## config.mk

```make
export PLATFORM = sky130hd
export DESIGN_NAME = rsch_top
export DESIGN_NICKNAME = d
export VERILOG_FILES = /design/src/rsch_pkg.sv /design/src/rsch_mem_if.sv /design/src/rsch_err_mem.sv /design/src/rsch_top.sv
export SDC_FILE = /design/constraint.sdc
export NUM_CORES = 2
export LEC_CHECK = 0
export BUFFER_PORTS_ARGS = -buffer_cell sky130_fd_sc_hd__buf_2
export CAP_MARGIN = 20
export CORE_UTILIZATION = 67
export DETAILED_ROUTE_END_ITERATION = 7
export GPL_TIMING_DRIVEN = 1
export PLACE_DENSITY = 0.89
export RECOVER_POWER = 100
export SETUP_SLACK_MARGIN = 0.4
export SLEW_MARGIN = 20
export SYNTH_ARGS = -nofsm -noshare
export SYNTH_HDL_FRONTEND = slang
export SYNTH_SLANG_ARGS = --single-unit
export TNS_END_PERCENT = 5
```

## constraint.sdc

```tcl
create_clock -name mclk -period 13.4 [get_ports mclk]
set_input_delay 2.68 -clock mclk [delete_from_list [all_inputs] [get_ports mclk]]
set_output_delay 2.68 -clock mclk [all_outputs]
set_load 0.05 [all_outputs]
```

## src/rsch_pkg.sv

```systemverilog
// Constants and types shared by the streaming read command handler.
package rsch_pkg;

    // ************************************************************
    // Task-file register selects
    // ************************************************************
    localparam logic [2:0] TF_FEAT = 3'h1; // Feature on write, error on read.
    localparam logic [2:0] TF_SCNT = 3'h2;
    localparam logic [2:0] TF_SNUM = 3'h3;
    localparam logic [2:0] TF_CYLL = 3'h4;
    localparam logic [2:0] TF_CYLH = 3'h5;
    localparam logic [2:0] TF_CMD  = 3'h7; // Command on write, status on read.

    // ************************************************************
    // Opcodes and field positions
    // ************************************************************
    localparam logic [7:0] OP_STREAM_DMA = 8'h2A;
    localparam logic [7:0] OP_STREAM_PIO = 8'h2B;
    localparam int FB_URG     = 7;
    localparam int FB_RC      = 6;
    localparam int FB_NS      = 5;
    localparam int FB_HSE     = 4;
    localparam int FB_SID_LSB = 0;
    localparam int SID_W      = 3;
    localparam int ST_BSY     = 7;
    localparam int ST_RDY     = 6;
    localparam int ST_SE      = 5;
    localparam int ST_DWE     = 4;
    localparam int ST_DRQ     = 3;
    localparam int ST_ERR     = 0;
    localparam int ER_COMPLETION_TIMEOUT_FLAG    = 0;
    // Error kinds that go to the log instead of the error byte.
    localparam logic [7:0] ER_LOG_MASK  = 8'hD4;
    localparam logic [7:0] ER_COMPLETION_TIMEOUT_FLAG_BIT  = 8'h01;

    // ************************************************************
    // Widths, reset values and timing
    // ************************************************************
    localparam int LBA_W   = 48;
    localparam int CNT_W   = 17;
    localparam int LIM_W   = 40;
    localparam logic [CNT_W-1:0] CNT_FULL = 17'h10000; // Zero count.
    localparam logic [7:0]  RST_BYTE  = 8'h00;
    localparam logic [15:0] RST_PAIR  = 16'h0000;
    localparam int US_NS       = 1000;
    localparam int CLK_NS      = 8;
    localparam int CYC_PER_US  = (US_NS + CLK_NS - 1) / CLK_NS;
    localparam int PRE_W       = 7;

    typedef enum logic [1:0] {
        RSCH_IDLE,
        RSCH_LOOKUP,
        RSCH_RUN
    } rsch_state_e;

endpackage : rsch_pkg

```

## src/rsch_mem_if.sv

```systemverilog
// Port bundle between the handler and its per-stream error address store.
`timescale 1ns/1ps
interface rsch_mem_if #(
    parameter int AW = 3,
    parameter int DW = 48
);
    logic          wr_en;
    logic [AW-1:0] wr_addr;
    logic [DW-1:0] wr_data;
    logic [AW-1:0] rd_addr;
    logic [DW-1:0] rd_data;

    modport owner (output wr_en, output wr_addr, output wr_data,
                   output rd_addr, input rd_data);
    modport store (input wr_en, input wr_addr, input wr_data,
                   input rd_addr, output rd_data);
endinterface : rsch_mem_if

```

## src/rsch_err_mem.sv

```systemverilog
// Per-stream store of the last reported error address, registered read.
`timescale 1ns/1ps
module rsch_err_mem #(
    parameter int DEPTH = 8,
    parameter int AW    = 3,
    parameter int DW    = 48
) (
    input wire logic mclk,
    input wire logic srst,
    rsch_mem_if.store port_m
);
    import rsch_pkg::*;

    logic [DW-1:0] mem_q [DEPTH];
    logic [DW-1:0] rd_q;
    logic [DW-1:0] rd_d;

    // Read data is taken one edge after the address is presented.
    always_comb begin
        rd_d = mem_q[port_m.rd_addr];
    end

    // Entries clear at reset so an unused stream resumes at address zero.
    always_ff @(posedge mclk) begin
        if (srst) begin
            for (int i = 0; i < DEPTH; i++) begin
                mem_q[i] <= '0;
            end
            rd_q <= '0;
        end else begin
            if (port_m.wr_en) begin
                mem_q[port_m.wr_addr] <= port_m.wr_data;
            end
            rd_q <= rd_d;
        end
    end

    assign port_m.rd_data = rd_q;

endmodule : rsch_err_mem

```

## src/rsch_top.sv

```systemverilog
// Streaming read command handler behind the task-file registers.
// Function
// - Urgent bit asks media for fastest service; the time limit still ends it.
// - Continuous mode ignores read errors, transfers all, ends with stream error.
// - Continuous mode with time limit expired stops and logs the time-out.
// - Without continuous mode an error ends the command with error status.
// - Handle-stream-error starts at the stream's last stored error address; a time-out without continuous mode stores none.
// - Stream number is feature bits 2:0 and selects per-stream state.
// - Time limit is previous feature byte times identify time unit microseconds.
// - Zero byte uses stream default; zero or unset default means no limit.
// - Time runs from command write until the completion interrupt.
// - Sector count is previous:current bytes; zero means 65536 sectors.
// - Address is 48 bits from three current and three previous bytes.
// - On error the failing address is returned; high-byte select picks half.
// - Error bit 0 flags that the completion time limit was exceeded.
// - Status bit 5 flags stream error; registers hold address and bad count.
// - Continuous-mode error kinds go to the log, not the error byte.
// - Status bit 4 flags a deferred write error from earlier writes.
// - Opcode 2Bh starts the programmed transfer variant.
// - In continuous mode all requested data is attempted within the time limit despite errors.
// - Opcode 2Ah starts the DMA variant with identical parameter handling.
`timescale 1ns/1ps
module rsch_top #(
    parameter int STREAMS = 8
) (
    input  wire logic                    mclk,
    input  wire logic                    srst,
    input  wire logic [2:0]              tf_addr,
    input  wire logic                    tf_wr,
    input  wire logic [7:0]              tf_wdata,
    input  wire logic                    tf_rd,
    input  wire logic                    hob,
    output logic      [7:0]              tf_rdata,
    output logic                         intrq,
    input  wire logic [31:0]             ident_time_unit,
    input  wire logic                    cfg_wr,
    input  wire logic [rsch_pkg::SID_W-1:0] cfg_stream,
    input  wire logic [7:0]              cfg_completion_time_limit,
    input  wire logic                    dwe_event,
    input  wire logic                    xfer_drq,
    input  wire logic                    sect_done,
    input  wire logic                    sect_err,
    input  wire logic [7:0]              sect_err_bits,
    output logic                         media_start,
    output logic                         media_stop,
    output logic [rsch_pkg::LBA_W-1:0]   media_lba,
    output logic [rsch_pkg::CNT_W-1:0]   media_count,
    output logic [rsch_pkg::SID_W-1:0]   media_stream,
    output logic                         media_urgent,
    output logic                         media_rc,
    output logic                         media_ns,
    output logic                         media_dma,
    output logic                         log_wr,
    output logic [rsch_pkg::SID_W-1:0]   log_stream,
    output logic [7:0]                   log_bits
);
    import rsch_pkg::*;

    // ************************************************************
    // State
    // ************************************************************
    rsch_state_e      st_q, st_d;
    logic [15:0]      feat_q, feat_d, scnt_q, scnt_d, snum_q, snum_d;
    logic [15:0]      cyll_q, cyll_d, cylh_q, cylh_d;
    logic [7:0]       err_q, err_d, rdata_q, rdata_d;
    logic             se_q, se_d, errst_q, errst_d, dwe_q, dwe_d;
    logic             irq_q, irq_d;
    logic [7:0]       dflt_q [STREAMS];
    logic [7:0]       dflt_d [STREAMS];
    logic [LBA_W-1:0] cur_q, cur_d, first_q, first_d;
    logic [CNT_W-1:0] left_q, left_d, bad_q, bad_d;
    logic             seen_q, seen_d, hse_q, hse_d;
    logic [LIM_W-1:0] lim_q, lim_d, us_q, us_d;
    logic             limon_q, limon_d;
    logic [PRE_W-1:0] pre_q, pre_d;
    logic             start_q, start_d, stop_q, stop_d, logw_q, logw_d;
    logic [7:0]       logb_q, logb_d;
    logic [SID_W-1:0] sid_q, sid_d;
    logic             urg_q, urg_d, rc_q, rc_d, ns_q, ns_d, dma_q, dma_d;
    logic             mwr;
    logic             cmd_hit, done_now, tmo_now;
    logic [7:0]       sel_completion_time_limit;
    logic [LBA_W-1:0] end_lba;
    logic [CNT_W-1:0] end_cnt;

    rsch_mem_if #(.AW(SID_W), .DW(LBA_W)) mem_b ();

    rsch_err_mem #(.DEPTH(STREAMS), .AW(SID_W), .DW(LBA_W)) u_mem (
        .mclk   (mclk),
        .srst   (srst),
        .port_m (mem_b)
    );

    // ************************************************************
    // Next-state logic
    // ************************************************************
    // One process owns every register so device results and host writes
    // to the same stacked bytes can never fight over a driver.
    always_comb begin
        st_d = st_q;  feat_d = feat_q;  scnt_d = scnt_q;  snum_d = snum_q;
        cyll_d = cyll_q;  cylh_d = cylh_q;  err_d = err_q;
        se_d = se_q;  errst_d = errst_q;  irq_d = irq_q;
        dflt_d = dflt_q;  cur_d = cur_q;  first_d = first_q;
        left_d = left_q;  bad_d = bad_q;  seen_d = seen_q;  hse_d = hse_q;
        lim_d = lim_q;  limon_d = limon_q;  us_d = us_q;  pre_d = pre_q;
        start_d = 1'b0;  stop_d = 1'b0;  logw_d = 1'b0;  logb_d = logb_q;
        sid_d = sid_q;  urg_d = urg_q;  rc_d = rc_q;  ns_d = ns_q;
        dma_d = dma_q;  mwr = 1'b0;  done_now = 1'b0;  tmo_now = 1'b0;
        end_lba = first_q;  end_cnt = bad_q;  rdata_d = rdata_q;
        cmd_hit = tf_wr && (tf_addr == TF_CMD) && (st_q == RSCH_IDLE);
        sel_completion_time_limit = (feat_q[15:8] != RST_BYTE) ? feat_q[15:8] : dflt_q[sid_q];

        if (cfg_wr) begin
            dflt_d[cfg_stream] = cfg_completion_time_limit;
        end
        if (dwe_event) begin
            dwe_d = 1'b1;
        end else if (cmd_hit) begin
            dwe_d = 1'b0;
        end else begin
            dwe_d = dwe_q;
        end

        if (tf_wr && st_q == RSCH_IDLE) begin
            case (tf_addr)
                TF_FEAT: feat_d = {feat_q[7:0], tf_wdata};
                TF_SCNT: scnt_d = {scnt_q[7:0], tf_wdata};
                TF_SNUM: snum_d = {snum_q[7:0], tf_wdata};
                TF_CYLL: cyll_d = {cyll_q[7:0], tf_wdata};
                TF_CYLH: cylh_d = {cylh_q[7:0], tf_wdata};
                default: ;
            endcase
        end

        if (cmd_hit && (tf_wdata == OP_STREAM_PIO
                        || tf_wdata == OP_STREAM_DMA)) begin
            st_d = RSCH_LOOKUP;
            sid_d = feat_q[FB_SID_LSB +: SID_W];
            urg_d = feat_q[FB_URG];
            rc_d = feat_q[FB_RC];
            ns_d = feat_q[FB_NS];
            hse_d = feat_q[FB_HSE];
            dma_d = (tf_wdata == OP_STREAM_DMA);
            cur_d = {cylh_q[15:8], cyll_q[15:8], snum_q[15:8],
                     cylh_q[7:0], cyll_q[7:0], snum_q[7:0]};
            left_d = (scnt_q == RST_PAIR) ? CNT_FULL : {1'b0, scnt_q};
            us_d = '0;
            pre_d = '0;
            err_d = RST_BYTE;
            se_d = 1'b0;
            errst_d = 1'b0;
            seen_d = 1'b0;
            bad_d = '0;
        end

        // Microsecond timer runs only while the command is open.
        if (st_q != RSCH_IDLE) begin
            if (pre_q == PRE_W'(CYC_PER_US - 1)) begin
                pre_d = '0;
                us_d = us_q + LIM_W'(1);
            end else begin
                pre_d = pre_q + PRE_W'(1);
            end
        end

        case (st_q)
            RSCH_IDLE: ;
            RSCH_LOOKUP: begin
                lim_d = LIM_W'(sel_completion_time_limit) * LIM_W'(ident_time_unit);
                limon_d = (lim_d != '0);
                if (hse_q) begin
                    cur_d = mem_b.rd_data;
                end
                start_d = 1'b1;
                st_d = RSCH_RUN;
            end
            RSCH_RUN: begin
                tmo_now = limon_q && (us_q >= lim_q);
                if (tmo_now) begin
                    done_now = 1'b1;
                    stop_d = 1'b1;
                    if (rc_q) begin
                        se_d = 1'b1;
                        logw_d = 1'b1;
                        logb_d = ER_COMPLETION_TIMEOUT_FLAG_BIT;
                        end_cnt = seen_q ? bad_q : left_q;
                        end_lba = seen_q ? first_q : cur_q;
                        mwr = 1'b1;
                    end else begin
                        errst_d = 1'b1;
                        err_d[ER_COMPLETION_TIMEOUT_FLAG] = 1'b1;
                        end_lba = cur_q;
                        end_cnt = left_q;
                    end
                end else if (sect_err && !rc_q) begin
                    done_now = 1'b1;
                    stop_d = 1'b1;
                    errst_d = 1'b1;
                    err_d = sect_err_bits;
                    end_lba = cur_q;
                    end_cnt = left_q;
                    mwr = 1'b1;
                end else begin
                    if (sect_err) begin
                        logw_d = 1'b1;
                        logb_d = sect_err_bits & ER_LOG_MASK;
                        if (!seen_q) begin
                            seen_d = 1'b1;
                            first_d = cur_q;
                            bad_d = CNT_W'(1);
                        end else if (cur_q == first_q + LBA_W'(bad_q)) begin
                            bad_d = bad_q + CNT_W'(1);
                        end
                    end
                    if (sect_done) begin
                        cur_d = cur_q + LBA_W'(1);
                        left_d = left_q - CNT_W'(1);
                        if (left_q == CNT_W'(1)) begin
                            done_now = 1'b1;
                            se_d = seen_d;
                            end_lba = first_d;
                            end_cnt = bad_d;
                            mwr = seen_d;
                        end
                    end
                end
                if (done_now) begin
                    st_d = RSCH_IDLE;
                    irq_d = 1'b1;
                    if (errst_d || se_d) begin
                        snum_d = {end_lba[31:24], end_lba[7:0]};
                        cyll_d = {end_lba[39:32], end_lba[15:8]};
                        cylh_d = {end_lba[47:40], end_lba[23:16]};
                    end
                    if (se_d) begin
                        scnt_d = end_cnt[15:0];
                    end
                end
            end
            default: st_d = RSCH_IDLE;
        endcase

        // Status read acknowledges the interrupt; a new end still wins.
        if (tf_rd) begin
            case (tf_addr)
                TF_FEAT: rdata_d = err_q;
                TF_SCNT: rdata_d = hob ? scnt_q[15:8] : scnt_q[7:0];
                TF_SNUM: rdata_d = hob ? snum_q[15:8] : snum_q[7:0];
                TF_CYLL: rdata_d = hob ? cyll_q[15:8] : cyll_q[7:0];
                TF_CYLH: rdata_d = hob ? cylh_q[15:8] : cylh_q[7:0];
                TF_CMD: begin
                    rdata_d = RST_BYTE;
                    rdata_d[ST_BSY] = (st_q != RSCH_IDLE);
                    rdata_d[ST_RDY] = 1'b1;
                    rdata_d[ST_SE] = se_q;
                    rdata_d[ST_DWE] = dwe_q;
                    rdata_d[ST_DRQ] = xfer_drq;
                    rdata_d[ST_ERR] = errst_q;
                    if (!done_now) begin
                        irq_d = 1'b0;
                    end
                end
                default: rdata_d = RST_BYTE;
            endcase
        end
    end

    // The stored address of the stream's last reported error.
    assign mem_b.rd_addr = feat_q[FB_SID_LSB +: SID_W];
    assign mem_b.wr_en = mwr;
    assign mem_b.wr_addr = sid_q;
    assign mem_b.wr_data = end_lba;

    // ************************************************************
    // Registers
    // ************************************************************
    always_ff @(posedge mclk) begin
        if (srst) begin
            st_q <= RSCH_IDLE;  feat_q <= RST_PAIR;  scnt_q <= RST_PAIR;
            snum_q <= RST_PAIR;  cyll_q <= RST_PAIR;  cylh_q <= RST_PAIR;
            err_q <= RST_BYTE;  rdata_q <= RST_BYTE;  se_q <= 1'b0;
            errst_q <= 1'b0;  dwe_q <= 1'b0;  irq_q <= 1'b0;
            for (int i = 0; i < STREAMS; i++) begin
                dflt_q[i] <= RST_BYTE;
            end
            cur_q <= '0;  first_q <= '0;  left_q <= '0;  bad_q <= '0;
            seen_q <= 1'b0;  hse_q <= 1'b0;  lim_q <= '0;  limon_q <= 1'b0;
            us_q <= '0;  pre_q <= '0;  start_q <= 1'b0;  stop_q <= 1'b0;
            logw_q <= 1'b0;  logb_q <= RST_BYTE;  sid_q <= '0;
            urg_q <= 1'b0;  rc_q <= 1'b0;  ns_q <= 1'b0;  dma_q <= 1'b0;
        end else begin
            st_q <= st_d;  feat_q <= feat_d;  scnt_q <= scnt_d;
            snum_q <= snum_d;  cyll_q <= cyll_d;  cylh_q <= cylh_d;
            err_q <= err_d;  rdata_q <= rdata_d;  se_q <= se_d;
            errst_q <= errst_d;  dwe_q <= dwe_d;  irq_q <= irq_d;
            dflt_q <= dflt_d;
            cur_q <= cur_d;  first_q <= first_d;  left_q <= left_d;
            bad_q <= bad_d;  seen_q <= seen_d;  hse_q <= hse_d;
            lim_q <= lim_d;  limon_q <= limon_d;  us_q <= us_d;
            pre_q <= pre_d;  start_q <= start_d;  stop_q <= stop_d;
            logw_q <= logw_d;  logb_q <= logb_d;  sid_q <= sid_d;
            urg_q <= urg_d;  rc_q <= rc_d;  ns_q <= ns_d;  dma_q <= dma_d;
        end
    end

    // ************************************************************
    // Outputs
    // ************************************************************
    // urgent to media
    assign media_urgent = urg_q;
    assign tf_rdata     = rdata_q;
    assign intrq        = irq_q;
    assign media_start  = start_q;
    assign media_stop   = stop_q;
    assign media_lba    = cur_q;
    assign media_count  = left_q;
    assign media_stream = sid_q;
    assign media_rc     = rc_q;
    assign media_ns     = ns_q;
    assign media_dma    = dma_q;
    assign log_wr       = logw_q;
    assign log_stream   = sid_q;
    assign log_bits     = logb_q;

endmodule : rsch_top

```

# ---- Yosys cells after proc, flatten, opt, wreduce, memory -nomap -nowiden
# Memories as Yosys holds them, arrays and structs flattened. A register that Yosys moved wholly into a read port is not among the register bits.
# Index checks and enable logic that the tools add are counted.
# Widths: inputs -> output; s select.
dict set report totals {
  latchBits 0
  memories 1
  mem_bits_ro 0
  regBits 404
  input_bits 72
  word_cells 231
  ramBits 384
}
# memory words width rd rd_clocked_by_memory_dff write_ports line
set memory_table {}
lappend memory_table {u_mem.mem_q 8 48 1 1 8 rsch_err_mem.sv:14} ;# logic [DW-1:0] mem_q [DEPTH];
dict set report classes {
  reduce_logical 23
  n_div 0
  bitwise 5
  eq_ne 15
  n_lt_le_gt_ge 4
  shift 0
  n_addsub 6
  mux 137
  n_mul 1
}
# op count
set ops {}
lappend ops {{$mux 48} 14}
lappend ops {{$mux 16} 26}
lappend ops {{$mux 17} 13}
lappend ops {{$mux 40} 3}
lappend ops {{$mux 8} 15}
lappend ops {{$pmux 48 s2} 1}
lappend ops {{$bwmux 64} 1}
lappend ops {{$mux 1} 53}
lappend ops {{$add 48x1->48 const B} 1}
lappend ops {{$add 48x17->48} 1}
lappend ops {{$eq 48x48->1} 1}
lappend ops {{$pmux 8 s6} 1}
lappend ops {{$reduce_or 48->1} 1}
lappend ops {{$add 40x1->40 const B} 1}
lappend ops {{$ge 40x40->1} 1}
lappend ops {{$mul 8x32->40} 1}
lappend ops {{$reduce_bool 40->1} 1}
lappend ops {{$mux 7} 4}
lappend ops {{$bmux 8 s3} 1}
lappend ops {{$demux 8 s3} 1}
lappend ops {{$add 17x1->17 const B} 1}
lappend ops {{$eq 17x1->1 const B} 1}
lappend ops {{$sub 17x1->17 const B} 1}
lappend ops {{$eq 8x6->1 const B} 2}
lappend ops {{other kinds (26)} 45}

# ---- Depth between registers and ports, before layout
dict set report depth {
  word_depth 17
  depth_mapped 30
  mapped_depth_nobuf 27
}

# ---- Modules after synthesis
# Synthesis repeated with hierarchy kept, for this count alone.
dict set report unflattened {
  cells_unflattened 5297
  area_unflattened_um2 51471.9
}
# mod seq_area_each_um2 instances area_per_inst_um2 cells_per_inst
set modules_own_cells {}
lappend modules_own_cells {rsch_top 8027.7 1 33231.9 4194}
lappend modules_own_cells {rsch_err_mem 12492.0 1 18240.0 1103}

# ---- Worst setup path before layout
# No wires, ideal clock.
dict set report synth_path {
  path_type {input to register}
  start {input port ident_time_unit[12]}
  end {register limon_q}
  setup_ns 0.137
  slack_ns 5.612
  stages 20
  t_arrival_ns 7.651
  path_cell_list {nor2b_1 fa_1 fa_1 fa_1 inv_1 fa_1 inv_1 ha_1 clkbuf_1 a21oi_1 o21bai_1 a21o_1 a211o_1 a22oi_1 o21ai_0 a211oi_1 o211ai_1 or4_1 nor4_1 a211oi_1}
}
dict set report synth_between {
  elab_chain_len 2
}
# item line
set synth_lines {}
lappend synth_lines {{from (decl)} rsch_top.sv:35} ;# input wire logic [31:0] ident_time_unit,
lappend synth_lines {{$mul 8x32->40} rsch_top.sv:169} ;# lim_d = LIM_W'(sel_completion_time_limit) * LIM_W'(ident_time_unit);
lappend synth_lines {{$reduce_bool 40->1} rsch_top.sv:170} ;# limon_d = (lim_d != '0);
lappend synth_lines {{to (signal assigned)} rsch_top.sv:299} ;# lim_q <= lim_d; limon_q <= limon_d; us_q <= us_d;
lappend synth_lines {{to (decl)} rsch_top.sv:74} ;# logic limon_q, limon_d;
# No other way between the ends.
# A chain may end at the register's enable or synchronous reset.

==> flow_metrics.py <==
metrics = {
    "outcome": {
        "status": "finished, violations left",
        "violations": "design-rule violations, max-capacitance violations, max-slew violations",
    },
    "clock_network": {
        "cts-buffers-inserted": 86,
        "clockRootBuffer": "clkbuf_16",
        "cts_buffer_depth": 3,
        "cts_setup_buffers": 0,
        "cts_sinks": 833,
        "cts_tree": "yes",
        "clk_latency_ns": 0.69,
        "clkTransAtPathRegs_ns": 0.06,
        "postCtsHoldBufs": 0,
        "cts.htree.levels": 3,
        "cts.repair.resized": 0,
    },
    "drt": {
        "vias": 43258,
        "first_iter_violations": 6396,
        "drc": 2,
        "dr.pass1.iters": 8,
        "wire_per_inst_um": 26.0,
        "avgViaCountPerCell": 6.83,
        "postRouteAntennaNets": 0,
        "wl_um": 165000,
    },
    "setup_path": {
        "crit_slowest_cell": "clkbuf_1",
        "startpoint_type": "input port",
        "worstPathArrival_ns": 10.95,
        "critPathMaxFanout": 96,
        "r2r_cells": 26,
        "r2r_slack_ns": 4.76,
        "cp.required_ns": 13.93,
        "rr_endpoint": "limon_q",
        "worstSetupPathType": "input port to flop",
        "cp-end-kind": "flop",
        "worstPathCellList": "clkbuf_1 -> inv_1 -> nand2_1 -> nor2_1 -> nand2_1 -> o21ai_0",
        "crit_path_max_incr_delay_ns": 3.83,
        "crit_top_cell": "nand2_1",
        "r2r-start": "log_stream[2]",
    },
    "hold_path": {
        "hp-class": "flop to flop",
        "hold_end": "dflt_q[12]",
        "min_from": "dflt_q[12]",
        "whs_path_depth": 2,
    },
    "yosys": {
        "synth_warnings": 0,
        "syn_inst": 5360,
        "syn_avg_cell_area_um2": 9.41,
        "synth-edff-count": 384,
        "synth.distinct_cells": 93,
        "ys_ff_latch": 833,
        "syn_area_um2": 50500,
        "synth-seq-area-share_pct": 40.7,
        "synthFlopType": "dfxtp_1",
        "async_reset_ff_share_pct": 0,
    },
    "final_layout": {
        "drive_gt1_share_pct": 9.66,
        "layout_common_cells": "nor2_1 (785), nand2_1 (610), dfxtp_1 (445), edfxtp_1 (384), a21oi_1 (381)",
        "fill_cells": 5034,
        "fin_cells": 6337,
        "layout.cells.most_common": "nor2_1",
        "nets": 5673,
        "synthToLayoutAreaGrowth_pct": 7.74,
        "seq_area_um2": 20500,
        "multiInputGateArea_um2": 27600,
    },
    "timing": {
        "finalHoldViolations": 0,
        "maxSlewHeadroom_pct": -273,
        "clock.fmax_ghz": 0.0960,
        "finalMaxSlewViolations": 425,
        "skew_ns": 0.0656,
        "period_share_pct": 77.7,
        "period_needed_ns": 10.42,
        "setup_viol": 0,
        "setup_tns_ns": 0,
        "rsz0062_at_grt": "false",
        "worst_pin_slew_ns": 5.60,
    },
    "power_and_ir_drop": {
        "ir_drop_mv": 0.151,
        "p_leak_nw": 19.9,
        "power_density_nw_per_um2": 103,
    },
    "grt": {
        "grt-ovfl-total": 0,
        "grt_usage_pct": 42.5,
        "grt_max_degree": 97,
        "grt_pass1_wl_um": 248000,
        "grt_pass1_vias": 42480,
        "antenna_found_initial": 8,
    },
    "floorplanning": {
        "io_pins": 167,
        "die_h_um": 276,
        "start_util_pct": 67.8,
        "num_rows": 100,
        "core_area_um2": 74400,
        "die-area_um2": 76400,
        "die_w_um": 276,
    },
    "run": {
        "max_cap_violations": 5,
    },
    "placed_design": {
        "dp_cells": 6172,
        "numPortBuffers": 163,
        "gp_congestion": 1.03,
        "place.detailed.hpwl_um": 107000,
    },
}
[cell families after synthesis]
family | Yosys count | share of synthesized area, %
other cells | 1 | 0.00743
buf+inv | 635 | 4.95
fa+ha+maj | 309 | 10.4
compound gates | 946 | 11.8
xor+xnor | 151 | 2.62
simple gates | 2075 | 18.5
flops | 833 | 40.7
mux | 410 | 11.1
[stage by stage]
stage	cell area, µm²	hold slack (ns)	setup slack, ns	utilization (%)	total power [mW]
after global placement	51500	0.439	4.87	69.2	3.12
after floorplan	50500	0.432	5.61	-	3.02
after global routing	54400	0.473	3.07	73.0	5.71
after CTS	54500	0.453	5.02	73.2	5.58
final	54400	0.453	2.98	73.0	5.60
after detailed placement	51500	0.443	4.73	69.2	3.14
[area by class of cell]
class                   instances  share of cell area (%)
repair buffers                222                    2.07
well taps                     969                    2.23
diodes                          5                  0.0230
clock buffers                 110                    4.33
inverters                     255                    1.76
flip-flops and latches        833                    37.8
clock inverters                49                    1.06
multi-input cells            3894                    50.8
[metal layers]
metal | part of all wire, % | track usage (%) | vias up
met5 | 0.15 | 1.50 | -
met4 | 7.3 | 26.3 | 18
met3 | 13 | 11.7 | 818
met2 | 45 | 67.3 | 3313
met1 | 34 | 51.7 | 20555
li1 | - | - | 18554
[worst max-delay path: cells and delay by family]
kind	cells	cell delay (ns)
buf+inv	2	6.09
compound gates	1	0.11
simple gates	3	2.00
[power by group]
part / total (mW) / leakage [nW] / internal [mW] / switching, mW
combinational: 0.343 / 11.1 / 0.118 / 0.226
clock: 2.50 / 1.42 / 1.43 / 1.07
sequential: 2.76 / 7.35 / 2.72 / 0.0386
[worst max-delay path by stage]
stage / from / cells past startpoint / slack [ns] / endpoint
final: srst / 6 / 2.98 / bad_q[4]
after global routing: srst / 6 / 3.07 / bad_q[4]
after CTS: log_stream[2] / 26 / 5.02 / limon_q
after detailed placement: ident_time_unit[5] / 21 / 4.73 / limon_q
after global placement: ident_time_unit[5] / 21 / 4.87 / limon_q
after floorplan: ident_time_unit[12] / 20 / 5.61 / limon_q
[state kept, by name (all words and copies together) (netlist names), 2 cells and up]
name	cells
bad_q	17
cylh_q	16
cyll_q	16
dflt_q	64
err_q	8
feat_q	16
first_q	48
lim_q	40
log_bits	5
log_stream	3
media_count	17
media_lba	48
pre_q	7
scnt_q	16
snum_q	16
st_q	2
tf_rdata	8
u_mem.mem_q	384
u_mem.port_m.rd_data	48
us_q	40
[cells in the mapped netlist, types with 14 or more instances]
library cell  number  area [µm²]
and3_1            46         288
a221oi_1          25         219
inv_1            254         953
clkbuf_1         295        1110
buf_1             40         150
nor4_1            24         150
o22ai_1           16         100
o21a_1            15         113
nor2b_1          163        1020
nand2b_1          38         238
nand3_1          122         611
nand4_1           65         407
and2_1            70         438
mux4_2           107        2410
mux2i_1          217        2170
o21ai_1           15        75.1
a21oi_1          385        1930
fa_1             181        3620
a31oi_1           53         332
a21boi_0          15         113
xor2_1            65         569
nor3_1            67         335
buf_2             31         155
mux2i_2           20         275
dfxtp_1          449        8990
ha_1             128        1600
nand2_1          619        2320
nor2_1           787        2950
or3_1             20         125
mux2_2            65         732
a22oi_1           25         188
o211ai_1          50         375
edfxtp_1         384       11500
a21o_1            30         225
xnor2_1           86         753
o21ai_0          119         596
o31ai_1           14         105
a211oi_1          73         548
Power figures use the tool's default switching activity.
